$ cat src/verilog/voltage_detect_pkg.sv
package voltage_detect_pkg;

   // ==================================================
   // register addresses
   localparam logic [15:0] CTRL_ADDR = 16'hffbe;
   localparam logic [15:0] LEVEL_ADDR = 16'hffbf;

   // ==================================================
   // control and level register fields
   localparam int ENABLE_BIT = 7;
   localparam int SOURCE_BIT = 2;
   localparam int MODE_BIT = 1;
   localparam int FLAG_BIT = 0;
   localparam int LEVEL_W = 4;

   // ==================================================
   // reset values
   localparam logic CTRL_BIT_RESET = 1'b0;
   localparam logic [LEVEL_W-1:0] LEVEL_RESET = 4'h0;
   localparam logic [7:0] RDATA_RESET = 8'h00;

   // ==================================================
   // timing
   localparam int CLK_MHZ = 250;
   localparam int FILTER_TIME_US = 200;
   localparam int FILTER_CYCLES = FILTER_TIME_US * CLK_MHZ;
   localparam int FILTER_CNT_W = 16;

endpackage : voltage_detect_pkg

$ cat src/verilog/below_level_filter.sv
`timescale 1ns/10ps
module below_level_filter #(
   parameter int CNT_W = voltage_detect_pkg::FILTER_CNT_W,
   parameter int FILTER_CYCLES = voltage_detect_pkg::FILTER_CYCLES
) (
   input wire logic core_clk,
   input wire logic rst,
   input wire logic enable,
   input wire logic raw_below,
   output logic below_flag
);
   import voltage_detect_pkg::*;

   localparam logic [CNT_W-1:0] LAST_CNT = CNT_W'(FILTER_CYCLES - 1);

   logic sync1_reg;
   logic sync2_reg;
   logic [CNT_W-1:0] cnt_reg;
   logic [CNT_W-1:0] cnt_next;
   logic flag_reg;
   logic flag_next;

   // ==================================================
   // two-stage synchroniser
   always_ff @(posedge core_clk or posedge rst) begin
      if (rst) begin
         sync1_reg <= 1'b0;
         sync2_reg <= 1'b0;
      end else begin
         sync1_reg <= raw_below;
         sync2_reg <= sync1_reg;
      end
   end

   // ==================================================
   // qualify below level for the minimum time
   always_comb begin
      cnt_next = cnt_reg;
      flag_next = flag_reg;
      if (!enable || !sync2_reg) begin
         cnt_next = '0; // [RQ4]
         flag_next = 1'b0; // [RQ4]
      end else if (cnt_reg == LAST_CNT) begin
         flag_next = 1'b1; // [RQ7]
      end else begin
         cnt_next = cnt_reg + CNT_W'(1); // [RQ7]
      end
   end

   always_ff @(posedge core_clk or posedge rst) begin
      if (rst) begin
         cnt_reg <= '0;
         flag_reg <= 1'b0;
      end else begin
         cnt_reg <= cnt_next;
         flag_reg <= flag_next;
      end
   end

   assign below_flag = flag_reg;

endmodule : below_level_filter

$ cat src/verilog/low_voltage_detect_control.sv
`timescale 1ns/10ps
// Notes on behaviour
// [RQ1] both registers accept single-bit writes and whole byte writes
// [RQ2] control register clears to zero on any reset not from the detector
// [RQ3] enable, source and mode bits survive detector reset, clear otherwise
// [RQ4] bit 0 reads 1 while below threshold, 0 otherwise or when disabled
// [RQ5] enable bit 7 starts the comparator; clearing it stops it
// [RQ6] software waits up to 10 us after enabling before trusting results
// [RQ7] flag sets no sooner than 200 us after voltage drops below threshold
// [RQ8] bit 2 selects supply level (0) or external pin (1)
// [RQ9] mode 0 raises interrupt on both downward and upward crossings
// [RQ10] mode 1 holds internal reset while below threshold, releases above
// [RQ11] software stops detection by writing zero byte or clearing enable
// [RQ12] interrupt mode: disabling while below raises the interrupt
// [RQ13] level register bits 3..0 choose one of sixteen supply thresholds
// [RQ14] level register survives detector reset, clears on others
// [RQ15] software writes zeros to level register bits 7..4
// [RQ16] software leaves the level field alone while enabled
// [RQ17] external pin source uses a fixed threshold, level field ignored
// [RQ18] control bits 6..3 read zero and ignore writes
// [RQ19] a detector reset sets the detector reset cause flag
// [RQ20] any reset sets the detector interrupt mask flag
module low_voltage_detect_control #(
   parameter int FILTER_CYCLES = voltage_detect_pkg::FILTER_CYCLES
) (
   input wire logic core_clk,
   input wire logic rst,
   input wire logic [15:0] addr,
   input wire logic byte_wr,
   input wire logic [7:0] wdata,
   input wire logic bit_wr,
   input wire logic [2:0] bit_sel,
   input wire logic bit_val,
   input wire logic rd_en,
   output logic [7:0] rdata,
   input wire logic comparator_below,
   input wire logic reset_cause_clear,
   output logic detector_enable,
   output logic source_select,
   output logic [voltage_detect_pkg::LEVEL_W-1:0] threshold_code,
   output logic detector_interrupt,
   output logic detector_reset,
   output logic detector_reset_cause_flag,
   output logic detector_irq_mask_set
);
   import voltage_detect_pkg::*;

   // ==================================================
   // register state and next values
   logic enable_reg;
   logic enable_next;
   logic source_reg;
   logic source_next;
   logic mode_reg;
   logic mode_next;
   logic [LEVEL_W-1:0] level_reg;
   logic [LEVEL_W-1:0] level_next;
   logic [7:0] rdata_reg;
   logic [7:0] rdata_next;
   logic below_flag;
   logic prev_flag_reg;
   logic prev_enable_reg;
   logic irq_reg;
   logic irq_next;
   logic det_reset_reg;
   logic det_reset_next;
   logic cause_reg;
   logic cause_next;
   logic mask_set_reg;
   logic mask_set_next;
   logic prev_flag_next;
   logic prev_enable_next;
   logic ctrl_hit;
   logic level_hit;

   // ==================================================
   // address decode
   assign ctrl_hit = (addr == CTRL_ADDR);
   assign level_hit = (addr == LEVEL_ADDR);

   // ==================================================
   // register writes
   always_comb begin
      enable_next = enable_reg;
      source_next = source_reg;
      mode_next = mode_reg;
      level_next = level_reg;
      // byte write wins over a bit write in the same cycle
      // bit 0 and bits 6..3 have no storage, so writes there drop
      if (byte_wr && ctrl_hit) begin
         enable_next = wdata[ENABLE_BIT]; // [RQ1]
         source_next = wdata[SOURCE_BIT]; // [RQ1]
         mode_next = wdata[MODE_BIT]; // [RQ1]
      end else if (bit_wr && ctrl_hit) begin
         if (bit_sel == 3'(ENABLE_BIT)) begin
            enable_next = bit_val; // [RQ1]
         end
         if (bit_sel == 3'(SOURCE_BIT)) begin
            source_next = bit_val; // [RQ1]
         end
         if (bit_sel == 3'(MODE_BIT)) begin
            mode_next = bit_val; // [RQ1]
         end
      end
      if (byte_wr && level_hit) begin
         level_next = wdata[LEVEL_W-1:0]; // [RQ1]
      end else if (bit_wr && level_hit && bit_sel < 3'(LEVEL_W)) begin
         level_next[bit_sel[1:0]] = bit_val; // [RQ1]
      end
   end

   // only resets other than the detector's own reach these flops
   always_ff @(posedge core_clk or posedge rst) begin
      if (rst) begin
         enable_reg <= CTRL_BIT_RESET; // [RQ2] [RQ3]
         source_reg <= CTRL_BIT_RESET; // [RQ3]
         mode_reg <= CTRL_BIT_RESET; // [RQ3]
         level_reg <= LEVEL_RESET; // [RQ14]
      end else begin
         enable_reg <= enable_next;
         source_reg <= source_next;
         mode_reg <= mode_next;
         level_reg <= level_next;
      end
   end

   // ==================================================
   // register reads
   always_comb begin
      // read data holds until the next read strobe
      rdata_next = rdata_reg;
      if (rd_en) begin
         // unmapped addresses read as zero
         rdata_next = 8'h00; // [RQ18]
         if (ctrl_hit) begin
            rdata_next[ENABLE_BIT] = enable_reg;
            rdata_next[SOURCE_BIT] = source_reg;
            rdata_next[MODE_BIT] = mode_reg;
            rdata_next[FLAG_BIT] = below_flag; // [RQ4]
         end else if (level_hit) begin
            rdata_next[LEVEL_W-1:0] = level_reg; // [RQ13]
         end
      end
   end

   always_ff @(posedge core_clk or posedge rst) begin
      if (rst) begin
         rdata_reg <= RDATA_RESET;
      end else begin
         rdata_reg <= rdata_next;
      end
   end

   // ==================================================
   // comparator result qualification
   below_level_filter #(
      .CNT_W(FILTER_CNT_W),
      .FILTER_CYCLES(FILTER_CYCLES)
   ) u_filter (
      .core_clk(core_clk),
      .rst(rst),
      .enable(enable_reg),
      .raw_below(comparator_below),
      .below_flag(below_flag)
   );

   // ==================================================
   // interrupt, internal reset and cause flag
   always_comb begin
      irq_next = 1'b0;
      prev_flag_next = below_flag;
      prev_enable_next = enable_reg;
      // interrupt mode: every change of the qualified flag
      if (!mode_reg) begin
         if (enable_reg && (below_flag != prev_flag_reg)) begin
            irq_next = 1'b1; // [RQ9]
         end
         if (prev_enable_reg && !enable_reg && prev_flag_reg) begin
            irq_next = 1'b1; // [RQ12]
         end
      end
      // reset mode: internal reset follows the flag
      det_reset_next = enable_reg && mode_reg && below_flag; // [RQ10]
      mask_set_next = det_reset_reg; // [RQ20]
      cause_next = cause_reg;
      if (reset_cause_clear) begin
         cause_next = 1'b0;
      end
      // a detector reset beats a software clear in the same cycle
      if (det_reset_reg) begin
         cause_next = 1'b1; // [RQ19]
      end
   end

   always_ff @(posedge core_clk or posedge rst) begin
      if (rst) begin
         prev_flag_reg <= 1'b0;
         prev_enable_reg <= 1'b0;
         irq_reg <= 1'b0;
         det_reset_reg <= 1'b0;
         cause_reg <= 1'b0;
         mask_set_reg <= 1'b1; // [RQ20]
      end else begin
         prev_flag_reg <= prev_flag_next;
         prev_enable_reg <= prev_enable_next;
         irq_reg <= irq_next;
         det_reset_reg <= det_reset_next;
         cause_reg <= cause_next;
         mask_set_reg <= mask_set_next;
      end
   end

   // ==================================================
   // outputs
   assign rdata = rdata_reg;
   assign detector_enable = enable_reg; // [RQ5]
   assign source_select = source_reg; // [RQ8] [RQ17]
   assign threshold_code = level_reg; // [RQ13]
   assign detector_interrupt = irq_reg;
   assign detector_reset = det_reset_reg;
   assign detector_reset_cause_flag = cause_reg;
   assign detector_irq_mask_set = mask_set_reg;

endmodule : low_voltage_detect_control

$ cat config.mk
export PLATFORM = sky130hd
export DESIGN_NAME = low_voltage_detect_control
export DESIGN_NICKNAME = d
export VERILOG_FILES = /design/src/verilog/voltage_detect_pkg.sv /design/src/verilog/below_level_filter.sv /design/src/verilog/low_voltage_detect_control.sv
export SDC_FILE = /design/constraint.sdc
export NUM_CORES = 1
export LEC_CHECK = 0
export ABC_AREA = 1
export ABC_CLOCK_PERIOD_IN_PS = 1200
export BUFFER_PORTS_ARGS = -buffer_cell sky130_fd_sc_hd__buf_2
export CAP_MARGIN = 20
export CORE_ASPECT_RATIO = 0.5
export CORE_MARGIN = 2
export CORE_UTILIZATION = 48
export DETAILED_ROUTE_END_ITERATION = 8
export HOLD_SLACK_MARGIN = 0.12
export PLACE_DENSITY = 0.78
export SYNTH_ARGS = -nofsm -noshare
export SYNTH_HDL_FRONTEND = slang
export SYNTH_SLANG_ARGS = --single-unit
$ cat constraint.sdc
create_clock -name core_clk -period 1.2 [get_ports core_clk]
set_input_delay 0.12 -clock core_clk [delete_from_list [all_inputs] [get_ports core_clk]]
set_output_delay 0.12 -clock core_clk [all_outputs]
set_load 0.03 [all_outputs]
==> impl_metrics.ini, run 1 <==
[status]
status = finished with violations
violations = negative setup slack

[global_routing]
grt_usage_pct = 22.8
grt_pass1_vias = 1994
grt_pass1_wl_um = 8850
grt_max_degree = 38
antenna_found_initial = 0
overflow = 0

[critical_path]
cp-startpoint = u_filter.cnt_reg[0]
path_max_fanout = 4
r2r_slack_ns = -0.12
end_kind = flop
cp-start-kind = flop
r2r-end = u_filter.cnt_reg[14]
cp_data_arrival_time_ns = 1.50
worst_ep_required_time_ns = 1.38
r2r_start = u_filter.cnt_reg[0]
rr_worst_depth = 6
worstSetupPathType = reg2reg

[sta]
rsz0062_at_grt = true
fin_crit_sh_pct = 110
setup_viol = 16
setup_slack_ns = -0.122
hold_violations = 0
hold_ws_ns = 0.131
fin_skew_ns = 0.00542
min_period_ns = 1.32
slew_viol_final = 0
fmax_ghz = 0.756

[route]
drtPass1Iterations = 5
via_per_inst = 5.09
drc = 0
wire_per_inst_um = 12.8
via_count = 2116
ant_nets = 0
drtIter0Drc = 87
wl_um = 5340

[worst_hold_path]
hold-path-endpoint = rdata[0]
min_path_cells = 3
hp-class = in2reg
holdCritStartpoint = rd_en

[yosys]
synth_edf_count = 0
ys_seq_area_share_pct = 44.8
syn_area_um2 = 2070
synth_top_cell_by_area = dfrtp_1
ys_ff_latch = 37
synth.top_cell.area_share_pct = 43.5
synthDistinctLibCells = 28
postSynthAreaPerCell_um2 = 7.34
synthArstFlopShare_pct = 100
yosys_warnings = 0
yosys-top-cells-area = dfrtp_1 44%, nand2_1 17%, nand3_1 7.0%, inv_1 5.4%, nor2_1 4.9%
synthCells = 282
synthFlopType = dfrtp_1

[pwr]
swShare_pct = 21.9
p_leak_nw = 1.49
p_comb_share_pct = 7.3
internal-power_mw = 2.00
clockPowerShare_pct = 43.7
pwr-share-seq_pct = 49.0
power.net_switching_uw = 561
power.density_nw_per_um2 = 913
ir_drop_mv = 0.634

[final_layout]
fin_nets = 397
num_antenna_cells = 0
largest_reg_flops = 16
syn_to_final_growth_pct = 35.5
fill_cells = 307
stdcell_count = 416
drive_gt1_share_pct = 33.4

[clocking]
cts_tree = done
cts.sink_count = 37
path_clk_slew_ns = 0.07
clk_latency_ns = 0.29
numCtsBuffers = 5
h-tree-depth = 2
cts_root_buf = clkbuf_8
clk_path_buf_depth = 2

[floorplan]
start_util_pct = 51.4
dieHeight_um = 50.4
row_count = 16
core_um2 = 4020
die_area_um2 = 4880
fp.dieW_um = 96.9
io_pins = 53

[placed_design]
port-buffer-count = 46
dp.cells = 400
dp_hpwl_um = 3590
gp_congestion = 0.895

[job]
drv_cap = 0
-- metal layers --
| metal | up-vias | part of all wire [%] | GRT usage [%] |
|---|---|---|---|
| met1 | 970 | 41 | 26.1 |
| li1 | 1050 | - | - |
| met3 | 14 | 5.2 | 4.04 |
| met5 | - | 0 | 0 |
| met2 | 82 | 51 | 41.9 |
| met4 | 0 | 2.9 | 11.7 |
-- logic make-up after synthesis --
family	Yosys count	share of synthesized area, %
flip-flops	37	44.8
XOR/XNOR	1	0.423
AO/OA/AOI/OAI	27	7.13
AND/OR/NAND/NOR	176	38.4
other	1	0.181
buffers and inverters	39	8.46
adder cells (fa/ha/maj)	1	0.604
-- power by group through the flow --
stage | sequential (mW) | clock [mW] | combinational [mW]
floorplan | 1.28 | 0 | 0.0950
global placement | 1.28 | 0 | 0.174
CTS | 1.25 | 1.13 | 0.187
finish | 1.25 | 1.12 | 0.186
global route | 1.25 | 1.18 | 0.212
detailed placement | 1.28 | 0 | 0.179
-- what timing repair did --
item                       in CTS  in global routing
setup endpoints to repair      15                 17
pin swaps                       3                  5
hold buffers                    3                  0
hold endpoints to repair       38                  0
resized for setup              14                  9
buffers inserted                2                  3
-- through the flow --
step	TNS, ns	utilization, %	setup slack (ns)	total power [mW]	area [um^2]
finish	-1.08	69.7	-0.122	2.56	2800
floorplan	-0.0658	-	-0.0253	1.38	2090
global placement	-0.0903	62.7	-0.0347	1.45	2520
global route	-1.92	69.7	-0.175	2.65	2800
detailed placement	-0.540	62.7	-0.0952	1.46	2520
CTS	-0.198	68.5	-0.0475	2.57	2760
-- worst max path at each step --
stage,cells after the start,slack [ns],end
6_report,6,-0.12,u_filter.cnt_reg[14]
5_1_grt,8,-0.18,u_filter.cnt_reg[4]
3_5_place_dp,7,-0.1,u_filter.cnt_reg[1]
3_3_place_gp,8,-0.03,u_filter.cnt_reg[1]
4_1_cts,8,-0.05,u_filter.cnt_reg[1]
2_1_floorplan,6,-0.03,u_filter.cnt_reg[4]
-- worst max-delay path: stages (launching register included) --
cell and delay, ns:
dfrtp_1 0.43, ha_4 0.17, nand2_4 0.07, nor2_4 0.18, nand2_2 0.11, o21ai_2 0.17, nor2_1 0.07
-- area by class of cell --
type	count	area (um^2)	area share (%)
clock buffers	6	82.6	2.95
clock inverters	2	37.5	1.34
inverters	32	120	4.28
multi-input cells	208	1080	38.5
flip-flops and latches	37	931	33.2
well taps	54	67.6	2.41
repair buffers	77	487	17.4
-- Yosys cell counts, drive strengths merged, types with 3 or more instances --
cell type,count
a21oi,8
a31oi,4
buf,7
dfrtp,36
inv,32
nand2,97
nand3,29
nand4,7
nor2,35
nor3,5
o21ai,12
or2,3
-- cell usage in the layout, fill, tap and decap left out, drive strengths merged, types with 4 or more instances in the layout --
| cell type | n |
|---|---|
| dfrtp | 36 |
| nand2 | 97 |
| a31oi | 4 |
| nor2 | 35 |
| inv | 32 |
| clkbuf | 6 |
| a21oi | 8 |
| o21ai | 12 |
| nand3 | 29 |
| nand4 | 7 |
| buf | 74 |
| nor3 | 5 |
Power figures use the tool's default switching activity.
==> inputs of run 2 (changes only) <==
--- a/config.mk
+++ b/config.mk
@@ -14,2 +14,3 @@
 export CORE_UTILIZATION = 48
+export CTS_CLUSTER_SIZE = 24
 export DETAILED_ROUTE_END_ITERATION = 8
@@ -20 +21,2 @@
 export SYNTH_SLANG_ARGS = --single-unit
+export TNS_END_PERCENT = 5
--- a/constraint.sdc
+++ b/constraint.sdc
@@ -3,2 +3,2 @@
 set_output_delay 0.12 -clock core_clk [all_outputs]
-set_load 0.03 [all_outputs]
+set_load 0.02 [all_outputs]
==> run 2 against run 1 <==
Compared with the run above:
- the flow still finishes with violations (negative setup slack)
- sequential power is essentially flat
- clock skew rose by 0.00056 ns
- critical path depth rose by 1
- power increased by 5.9%
- clock power increased by 14%
- via count decreased by 3.3%
- non-clock buffer count is 8 lower
- register-to-register slack is essentially flat
- wire length is 11% lower
- maximum frequency up 0.15%
- critical path type unchanged
- largest power group is now clock
==> impl_metrics.ini, run 2 (synthesis gave the netlist of run 1 again) <==
[status]
status = finished with violations
violations = negative setup slack

[global_routing]
grt_pass1_wl_um = 8340
overflow = 0
grt_pass1_vias = 2005
grt_usage_pct = 20.8
antenna_found_initial = 0
grt_max_degree = 38

[route]
ant_nets = 0
routed-wl-met3_um = 202
via_per_inst = 5.02
wl_um = 4740
via_count = 2047
wl_met1_um = 2120
wire_per_inst_um = 11.6
drc = 0
drtPass1Iterations = 4
met2WireLength_um = 2330
drtIter0Drc = 73
top_layer = met4

[critical_path]
path_max_fanout = 4
worst_ep_required_time_ns = 1.42
cp-start-kind = flop
end_kind = flop
worstSetupPathType = reg2reg
cp_data_arrival_time_ns = 1.54

[sta]
setup_slack_ns = -0.120
hold_violations = 0
rsz0062_at_grt = true
setup_viol = 9
fmax_ghz = 0.757
slew_viol_final = 0
min_period_ns = 1.32
fin_skew_ns = 0.00598
fin_crit_sh_pct = 110

[pwr]
swShare_pct = 20.8
ir_drop_mv = 0.790
clockPowerShare_pct = 47.1
power.density_nw_per_um2 = 995
power.net_switching_uw = 563
internal-power_mw = 2.15
pwr-share-seq_pct = 46.3
p_comb_share_pct = 6.6
p_leak_nw = 1.44
total_power_mw = 2.71

[clocking]
cts_root_buf = clkbuf_8
clk_path_buf_depth = 2
clk_latency_ns = 0.29
numCtsBuffers = 5
cts_tree = done
h-tree-depth = 2
path_clk_slew_ns = 0.08
cts.sink_count = 37

[floorplan]
core_um2 = 4020
row_count = 16
start_util_pct = 51.4
io_pins = 53
dieHeight_um = 50.4
fp.dieW_um = 96.9
die_area_um2 = 4880

[placed_design]
gp_congestion = 0.907
port-buffer-count = 46
pre_cts_ws_ns = -0.0850
dp_hpwl_um = 3410

[worst_hold_path]
hp-class = in2reg

[final_layout]
fin_nets = 389
layout_commonest_cell = nand2_1
syn_to_final_growth_pct = 31.7
layout_common_cells = 89 x nand2_1, 46 x buf_2, 36 x dfrtp_1, 30 x inv_1, 27 x nand3_1
drive_gt1_share_pct = 29.7
largest_reg_flops = 16
num_antenna_cells = 0

[job]
drv_cap = 0
==> run 2: cell types whose count changed in the layout (fill, tap and decap cells not counted), moves of 2 or more <==
cell,change
buf_4,-8
dfrtp_1,+3
dfrtp_2,-3
nand2_1,+2
o21ai_1,+2
o21ai_2,-2
==> run 2: power by group through the flow <==
| stage | clock, mW | sequential, mW | combinational [mW] |
|---|---|---|---|
| final | 1.28 | 1.25 | 0.180 |
| after detailed placement | 0 | 1.28 | 0.173 |
| after global routing | 1.33 | 1.26 | 0.206 |
| after CTS | 1.28 | 1.25 | 0.181 |
| after floorplan | 0 | 1.28 | 0.0909 |
| after global placement | 0 | 1.28 | 0.168 |
==> run 2: stage by stage <==
step / util, % / setup TNS, ns / area (um^2) / hold WS [ns] / instances
finish: 67.8 / -0.500 / 2730 / 0.126 / 408
global route: 67.8 / -1.84 / 2730 / 0.130 / 408
CTS: 66.5 / -0.464 / 2680 / 0.126 / 406
detailed placement: 61.6 / -0.427 / 2480 / 0.187 / 393
global placement: 61.6 / -0.0895 / 2480 / 0.177 / 393
floorplan: - / -0.0626 / 2090 / 0.151 / 284
==> run 2: path summary, 6_finish.rpt <==
check                                    start                     to  slack (ns)  cells after the start
max reg2reg                u_filter.cnt_reg[0]    u_filter.cnt_reg[0]       -0.12                      7
max in group asynchronous                  rst  detector_irq_mask_set        0.53                      4
min reg2reg                 u_filter.sync1_reg     u_filter.sync2_reg        0.35                      0
min in group asynchronous                  rst    u_filter.cnt_reg[5]        0.41                      4
max                        u_filter.cnt_reg[0]    u_filter.cnt_reg[0]       -0.12                      7
min                                      rd_en               rdata[0]        0.13                      3
==> run 2: routing by layer <==
layer,track usage [%],up-vias
li1,-,1037
met1,24.0,938
met2,39.4,62
met3,4.74,10
met4,5.87,0
met5,0,-
==> run 2: critical path, cell delays in order (launching register included) <==
cell	delay [ns]
dfrtp_1	0.40
ha_4	0.16
nand2_4	0.07
nor2_4	0.16
inv_2	0.06
nor2_4	0.10
nand3_2	0.13
o21ai_1	0.17
==> run 2: what timing repair did <==
item | 4_1_cts | 5_1_grt
hold endpoints to repair | 39 | 0
resized for setup | 4 | 7
endpoints found under the setup margin | 14 | 16
pin swaps | 5 | 6
setup buffers | 2 | 2
hold buffers | 3 | 0
==> run 2: layout make-up <==
type | count | area (um^2)
Clock buffer | 5 | 68.8
Tap cell | 54 | 67.6
Timing Repair Buffer | 69 | 435
Fill cell | 319 | 1300
Clock inverter | 3 | 65.1
Inverter | 32 | 120
Sequential cell | 37 | 927
Multi-Input combinational cell | 208 | 1040
